[src/hw/pdio_cfg.svh]
// constants for the pci digital i/o port: offsets, resets, timing
`ifndef PDIO_CFG_SVH
`define PDIO_CFG_SVH

`define PDIO_NCH         32
`define PDIO_AW          8
// register byte offsets on the wishbone slave
`define PDIO_OFS_IN      8'h00
`define PDIO_OFS_OUT     8'h04
`define PDIO_OFS_EDGE    8'h08
`define PDIO_OFS_MASK    8'h0c
`define PDIO_OFS_STAT    8'h10
`define PDIO_OFS_FILT    8'h14
`define PDIO_OFS_OBACK   8'h18
// reset values
`define PDIO_RST_OUT     32'h0000_0000
`define PDIO_RST_EDGE    32'h0000_0000
`define PDIO_RST_MASK    32'hffff_ffff
`define PDIO_RST_STAT    32'h0000_0000
`define PDIO_RST_FILT    4'h0
`define PDIO_ZERO32      32'h0000_0000
// idle level of the field wires, all pulled up
`define PDIO_PIN_IDLE    32'hffff_ffff
// filter setting field
`define PDIO_FILT_W      4
`define PDIO_FILT_CNT_W  16
// filter base period 1/8 MHz, and the clock period, both in ns
`define PDIO_FILT_BASE_NS 32'd125
`define PDIO_CLK_NS       32'd100
`define PDIO_ONE32        32'h0000_0001
`define PDIO_CLK_ROUND    (`PDIO_CLK_NS - `PDIO_ONE32)

`endif

[src/hw/pdio_pkg.sv]
// types shared by the pci digital i/o port and its bench
package pdio_pkg;
	// wishbone classic request from the master
	typedef struct packed {
		logic        cyc;
		logic        stb;
		logic        we;
		logic [7:0]  adr;
		logic [3:0]  sel;
		logic [31:0] dat;
	} pdio_wb_req_t;

	// wishbone classic answer from the slave
	typedef struct packed {
		logic        ack;
		logic [31:0] dat;
	} pdio_wb_rsp_t;

	// one open-drain pin group: level out, enable (low drives)
	typedef struct packed {
		logic [31:0] level;
		logic [31:0] oe_n;
	} pdio_od_t;
endpackage

[src/hw/pdio_port.sv]
// pci digital i/o port: 32 inverted inputs, 32 open-collector outputs, edge interrupts
`timescale 1ns/100ps
`include "pdio_cfg.svh"

// How it works
// - input pins read inverted, high reads zero
// - written one pulls the output line low
// - all 32 inputs merge into one interrupt
// - interrupts fire on edges, never on levels
// - filter time is two-to-n over 8 MHz
// - host reaches registers as a 32-bit target
// - per-input edge select, zero after reset
// - status read clears status and interrupt request
// - masked input never sets its status bit
// - all status bits zero after reset
module pdio_port (
	// clock and reset
	input  wire logic                  clk,
	input  wire logic                  reset,
	// wishbone register bus
	input  wire pdio_pkg::pdio_wb_req_t wb_req,
	output pdio_pkg::pdio_wb_rsp_t      wb_rsp,
	// field inputs, raw pin levels
	input  wire logic [31:0]           din_pin,
	// field outputs, open collector
	input  wire logic [31:0]           dout_in,
	output pdio_pkg::pdio_od_t          dout_pin,
	// interrupt request, open drain and plain level
	input  wire logic                  inta_in,
	output logic                       inta_out,
	output logic                       inta_oe_n,
	output logic                       irq
);

	// software-visible registers
	logic [31:0] out_data;     // 1 = transistor on
	logic [31:0] edge_sel;     // 0 = data rise, 1 = data fall
	logic [31:0] int_mask;     // 1 = interrupt disabled
	logic [31:0] int_stat;     // sticky edge flags
	logic [`PDIO_FILT_W-1:0] filt_n;  // filter setting n

	// pin synchronisers, filtered data and its last value
	logic [31:0] din_s1;
	logic [31:0] din_s2;
	logic [31:0] dback_s1;
	logic [31:0] dback_s2;
	logic [31:0] in_data;      // filtered, already inverted
	logic [31:0] in_prev;      // filtered data one cycle earlier
	logic [31:0] edge_hit;     // selected edge seen this cycle

	// bus decode
	logic        bus_req;      // valid request not yet answered
	logic        wr_en;
	logic        rd_stat;      // status read taken this cycle
	logic [31:0] wr_mask;      // byte enables spread to bits
	logic [31:0] next_rdata;
	logic [31:0] stat_w1c;     // bits written as one to status
	logic [31:0] filt_thresh;  // filter time in clock cycles

	// two flops on every pin before any logic looks at it;
	// reset to the pulled-up idle level so no false edge follows reset
	always_ff @(posedge clk) begin
		if (reset) begin
			din_s1   <= `PDIO_PIN_IDLE;
			din_s2   <= `PDIO_PIN_IDLE;
			dback_s1 <= `PDIO_PIN_IDLE;
			dback_s2 <= `PDIO_PIN_IDLE;
		end else begin
			din_s1   <= din_pin;
			din_s2   <= din_s1;
			dback_s1 <= dout_in;
			dback_s2 <= dback_s1;
		end
	end

	// filter time 2^n * 125 ns rounded up to whole 100 ns cycles
	always_comb begin
		filt_thresh = ((`PDIO_ONE32 << filt_n) * `PDIO_FILT_BASE_NS + `PDIO_CLK_ROUND)
			/ `PDIO_CLK_NS;
	end

	// per-input filter: a new level is taken only once it has held long enough
	genvar gi;
	generate
		for (gi = 0; gi < `PDIO_NCH; gi = gi + 1) begin : g_ch
			logic [`PDIO_FILT_CNT_W-1:0] stable_cnt;
			logic                        raw_data;
			assign raw_data = ~din_s2[gi];
			always_ff @(posedge clk) begin
				if (reset) begin
					stable_cnt  <= '0;
					in_data[gi] <= 1'b0;
				end else if (raw_data == in_data[gi]) begin
					// level agrees, restart the hold count
					stable_cnt <= '0;
				end else if (32'(stable_cnt) + `PDIO_ONE32 >= filt_thresh) begin
					// held long enough, accept it
					stable_cnt  <= '0;
					in_data[gi] <= raw_data;
				end else begin
					stable_cnt <= stable_cnt + 1'b1;
				end
			end
		end
	endgenerate

	// previous filtered data, for edge detection
	always_ff @(posedge clk) begin
		if (reset) begin
			in_prev <= `PDIO_ZERO32;
		end else begin
			in_prev <= in_data;
		end
	end

	// edges only: rise of data when select is 0, fall when 1
	assign edge_hit = (edge_sel & in_prev & ~in_data)
		| (~edge_sel & ~in_prev & in_data);

	// bus strobes; the answer comes one cycle after the request
	assign bus_req = wb_req.cyc & wb_req.stb & ~wb_rsp.ack;
	assign wr_en   = bus_req & wb_req.we;
	assign rd_stat = bus_req & ~wb_req.we & (wb_req.adr == `PDIO_OFS_STAT);
	assign wr_mask = {{8{wb_req.sel[3]}}, {8{wb_req.sel[2]}},
		{8{wb_req.sel[1]}}, {8{wb_req.sel[0]}}};
	assign stat_w1c = (wr_en && wb_req.adr == `PDIO_OFS_STAT)
		? (wb_req.dat & wr_mask) : `PDIO_ZERO32;

	// output data register
	always_ff @(posedge clk) begin
		if (reset) begin
			out_data <= `PDIO_RST_OUT;
		end else if (wr_en && wb_req.adr == `PDIO_OFS_OUT) begin
			out_data <= (out_data & ~wr_mask) | (wb_req.dat & wr_mask);
		end
	end

	// edge select register, cleared at reset
	always_ff @(posedge clk) begin
		if (reset) begin
			edge_sel <= `PDIO_RST_EDGE;
		end else if (wr_en && wb_req.adr == `PDIO_OFS_EDGE) begin
			edge_sel <= (edge_sel & ~wr_mask) | (wb_req.dat & wr_mask);
		end
	end

	// mask register; every input starts disabled so nothing fires early
	always_ff @(posedge clk) begin
		if (reset) begin
			int_mask <= `PDIO_RST_MASK;
		end else if (wr_en && wb_req.adr == `PDIO_OFS_MASK) begin
			int_mask <= (int_mask & ~wr_mask) | (wb_req.dat & wr_mask);
		end
	end

	// filter setting, low byte only
	always_ff @(posedge clk) begin
		if (reset) begin
			filt_n <= `PDIO_RST_FILT;
		end else if (wr_en && wb_req.adr == `PDIO_OFS_FILT && wb_req.sel[0]) begin
			filt_n <= wb_req.dat[`PDIO_FILT_W-1:0];
		end
	end

	// sticky status: read or write-one clears, a new edge wins over both
	always_ff @(posedge clk) begin
		if (reset) begin
			int_stat <= `PDIO_RST_STAT;
		end else if (rd_stat) begin
			int_stat <= edge_hit & ~int_mask;
		end else begin
			int_stat <= (int_stat & ~stat_w1c) | (edge_hit & ~int_mask);
		end
	end

	// read mux; unmapped addresses read zero and still get an ack
	always_comb begin
		if (wb_req.adr == `PDIO_OFS_IN) begin
			next_rdata = in_data;
		end else if (wb_req.adr == `PDIO_OFS_OUT) begin
			next_rdata = out_data;
		end else if (wb_req.adr == `PDIO_OFS_EDGE) begin
			next_rdata = edge_sel;
		end else if (wb_req.adr == `PDIO_OFS_MASK) begin
			next_rdata = int_mask;
		end else if (wb_req.adr == `PDIO_OFS_STAT) begin
			next_rdata = int_stat;
		end else if (wb_req.adr == `PDIO_OFS_FILT) begin
			next_rdata = {{(32-`PDIO_FILT_W){1'b0}}, filt_n};
		end else if (wb_req.adr == `PDIO_OFS_OBACK) begin
			// line level read back, low line reads one
			next_rdata = ~dback_s2;
		end else begin
			next_rdata = `PDIO_ZERO32;
		end
	end

	// ack and read data, one registered cycle after the request
	always_ff @(posedge clk) begin
		if (reset) begin
			wb_rsp.ack <= 1'b0;
			wb_rsp.dat <= `PDIO_ZERO32;
		end else begin
			wb_rsp.ack <= bus_req;
			if (bus_req && !wb_req.we) begin
				wb_rsp.dat <= next_rdata;
			end
		end
	end

	// open collector outputs: drive low where a one is written
	always_ff @(posedge clk) begin
		if (reset) begin
			dout_pin.level <= `PDIO_ZERO32;
			dout_pin.oe_n  <= ~`PDIO_RST_OUT;
		end else begin
			dout_pin.level <= `PDIO_ZERO32;
			dout_pin.oe_n  <= ~out_data;
		end
	end

	// interrupt line: any set status bit that is not masked pulls it low, a level not a pulse
	always_ff @(posedge clk) begin
		if (reset) begin
			irq       <= 1'b0;
			inta_out  <= 1'b0;
			inta_oe_n <= 1'b1;
		end else begin
			irq       <= |(int_stat & ~int_mask);
			inta_out  <= 1'b0;
			inta_oe_n <= ~|(int_stat & ~int_mask);
		end
	end

	// inta_in is the shared wire level, kept only for a future read-back
	logic inta_unused;
	assign inta_unused = inta_in;

endmodule

[config.mk]
export PLATFORM = sky130hd
export DESIGN_NAME = pdio_port
export DESIGN_NICKNAME = d
export VERILOG_FILES = /design/src/hw/pdio_pkg.sv /design/src/hw/pdio_port.sv
export VERILOG_INCLUDE_DIRS = /design/src /design/src/hw
export SDC_FILE = /design/constraint.sdc
export NUM_CORES = 2
export LEC_CHECK = 0
export BUFFER_PORTS_ARGS = -buffer_cell sky130_fd_sc_hd__buf_4
export CORE_MARGIN = 3
export CORE_UTILIZATION = 45
export CTS_CLUSTER_DIAMETER = 120
export CTS_CLUSTER_SIZE = 25
export DETAILED_ROUTE_END_ITERATION = 16
export PLACE_DENSITY_LB_ADDON = 0.25
export REMOVE_ABC_BUFFERS = 1
export SLEW_MARGIN = 10
export SYNTH_ARGS = -nofsm -noshare
export SYNTH_HDL_FRONTEND = slang
export SYNTH_SLANG_ARGS = --single-unit
[constraint.sdc]
create_clock -name clk -period 63.8 [get_ports clk]
set_clock_uncertainty 0.2 [all_clocks]
set_input_delay 3.19 -clock clk [delete_from_list [all_inputs] [get_ports clk]]
set_output_delay 3.19 -clock clk [all_outputs]
set_load 0.005 [all_outputs]
==> metrics.md <==
| Metric | Value |
|---|---|
| CP Launch Point | `filt_n[3]$_SDFFE_PP0P_` |
| Fraction of registers with async set/reset | `0%` |
| Power Dens Cells | `approximately 15 nW/µm²` |
| Drt pass-1 iters | `8` |
| Yosys reg bits | `903` |
| Top post-synthesis cells by area | `dfxtp_1, ha_1, nor2b_1, xnor2_1, nor2_1` |
| Post-cts sizing count | `0` |
| Wire per inst | `18.9 µm` |
| Final setup viols | `0` |
| IO Pins | `214` |
| Via-to-Cell Ratio | `5.69` |
| CP Max Fanout | `44` |
| DIE AREA | `139000 µm²` |
| WP data arrival | `34720 ps` |
| Leakage Power | `27.1 nW` |
| Initial antenna violation count | `4` |
| Max-slew violations | `0` |
| Worst VDD drop | `0.0167 mV` |
| CTS H-tree depth | `2` |
| Most frequent cells in the layout | `dfxtp_1, nor2_1, ha_1` |
| Ys flop type | `dfxtp_1` |
| Synth Area in Compound Gates | `14.6%` |
| Clock Tree Buf Depth | `3` |
| Max_slew headroom | `29.6%` |
| Final HPWL from detailed placement | `120000 µm` |
| Min Hold Slack | `around 220 ps` |
| Design Power | `0.996 mW` |
| Placement Cell Area | `between 60000 and 70000 µm²` |
| RR Startpoint | `filt_n[3]$_SDFFE_PP0P_` |
| Crit path capture | `g_ch[20].stable_cnt[3]$_SDFF_PP0_` |
| Setup CP Type | `reg -> reg` |
| Die width | `373 µm` |
| DRC | `0` |
| Max Clk Rate | `29.1 MHz` |
| Mapped Cells | `7201` |
| Setup TNS | `0 ps` |
| Setup crit end kind | `flop` |
| Initial Utilization | `45.3%` |
| Total Routing Usage GR | `23.5%` |
| Critical Path Start Type | `flop` |
| RePlAce Congestion | `about 0.90` |
| Post-route cell area | `64800 µm²` |
| Vias in the first global route | `about 49000` |
| Post-cts hold buffer count | `0` |
| Min-delay worst type | `reg -> reg` |
| Global route total overflow | `0` |
| Rows | `134` |
| Post-layout net count | `8056` |
| Worst EP required | `64150 ps` |
| Ratio of cells with drive above 1 in the final layout | `under 10%` |
| Final period util | `53.9%` |
| Fillers | `roughly 13000` |
| Register area | `18100 µm²` |
| Remaining antenna violation count | `0` |
| Synth warn | `0` |
| Area Growth Syn to Fin | `6.99%` |
| Routed vias | `just over 50000` |
| Dpl ws | `29830 ps` |
| Post-synthesis xor/xnor area fraction | `8.78%` |
| R2r endpoint | `g_ch[20].stable_cnt[3]$_SDFF_PP0_` |
| Simple-Gate Fraction of Synth Area | `27.5%` |
| Adder-cell share of the synthesized area | `14.8%` |
| FF-to-FF path depth | `119` |
| Cell taking the most area after synthesis | `dfxtp_1` |
| 1st-iter DRT viols | `4200` |
| Num CTS Buffers | `42` |
| TritonCTS clock tree | `yes` |
| Global-route wire length before repair | `268000 µm` |
| Yosys top cell area share | `around 30%` |
| PortBufs | `approximately 180` |
| Placed Cells | `9000` |
| Fin. Hold Viols | `0` |
| Most Frequent Cell on Critical Path | `inv_1` |
| Multi-input logic area | `40800 µm²` |
| Slowest stage delay, CP | `roughly 740 ps` |
| Tightest Pin Transition | `1060 ps` |
| Clock sink count | `903` |
| RSZ-0062 raised after global routing | `false` |
| Final WS setup | `29430 ps` |
| Final Critical Period | `34370 ps` |
| Core area | `134000 µm²` |
| Commonest non-fill, non-tap cell in the layout | `dfxtp_1` |
| Final WL | `171000 µm` |
| Largest family of logic cells by synthesized area | `simple AND/OR/NAND/NOR gates` |
| Clk_lat worst skew | `630 ps` |
| Largest net degree at the start of global routing | `about 110` |
| Die height | `373 µm` |
| Post-synth EDFFs | `0` |
| Clk slew on worst S/H paths | `100 ps` |
| Max-capacitance violation count | `0` |
| R2R setup slack | `29430 ps` |
| Finished Core Util | `48.5%` |
| Slowest CP cell | `buf_4` |
| Distinct cells, synth | `roughly 130` |
| Mean area per synthesized cell | `8.41 µm²` |
| Setup bufs post-CTS | `0` |
| Outcome | `finished clean` |
| Mux cell area share after synthesis | `1.22%` |
| Register area share after synthesis | `29.8%` |
| Final std cells w/o fill | `~9100` |
| Mapped cell area | `60600 µm²` |
| Root buffer cell | `clkbuf_16` |
kinds of logic (layout without fill, tap and decap cells):
family / count (synthesis) / count (layout)
simple gates: 3152 / 3152
fa+ha+maj: 698 / 698
xor+xnor: 604 / 604
other cells: 1 / 42
compound gates: 1306 / 1306
buf+inv: 467 / 508
flops: 903 / 903
mux: 70 / 70
critical path, delay by kind of cell (launching register included):
kind	cells	cell delay, ps
adders and majority gates	10	3980
xor gates and xnor gates	3	910
DFF	1	320
buffers and inverters	16	4750
muxes	3	1140
AOI/OAI and AO/OA	39	10900
and+or+nand+nor	48	11900
per-layer routing:
layer	track usage (%)	part of all wire [%]
met3	2.51	5.3
met5	0	0.011
met2	37.6	44
met1	33.5	48
met4	6.14	2.6
synth_stat cells, drive strengths merged, types with 40 or more instances:
master  instances
or2           164
nor2b         559
ha            621
inv           229
or3            55
nand2b        216
o31ai          41
and3          203
xnor2         364
o21ai         286
nand2         547
nand4         100
a211oi         65
nor2          650
clkbuf        164
a21o           74
dfxtp         903
and2           41
a21oi         361
nor3          105
o211ai         40
mux2i          53
fa             45
xor2          240
a31oi          72
nand3         355
buf            73
where the power goes:
part	internal [mW]	leakage, nW	switching (mW)
logic	0.0395	19.3	0.0693
clock network	0.127	0.566	0.187
registers	0.569	7.31	0.00390
total	0.736	27.1	0.260
how the worst min path moves through the flow:
stage                                       start                      end  slack, ps  cells after the start
after floorplan                              flop  dout_pin[10]$_SDFF_PP1_        180                      1
after global placement     dback_s1[3]$_SDFF_PP1_   dback_s2[3]$_SDFF_PP1_        190                      1
after detailed placement     din_s1[3]$_SDFF_PP1_     din_s2[3]$_SDFF_PP1_        190                      1
after CTS                   din_s1[21]$_SDFF_PP1_    din_s2[21]$_SDFF_PP1_        220                      1
after global routing      dback_s1[22]$_SDFF_PP1_  dback_s2[22]$_SDFF_PP1_        230                      1
final                        din_s1[3]$_SDFF_PP1_     din_s2[3]$_SDFF_PP1_        220                      1
area by class of cell:
cell class	instances	area share (%)
Multi-Input combinational cell	5867	62.9
Sequential cell	903	27.9
Tap cell	1768	3.41
Timing Repair Buffer	232	2.70
Clock buffer	45	1.74
Inverter	230	1.34
Clock inverter	1	0.0463
Antenna cell	5	0.0193
No activity file was read; power rests on OpenSTA's default activity.
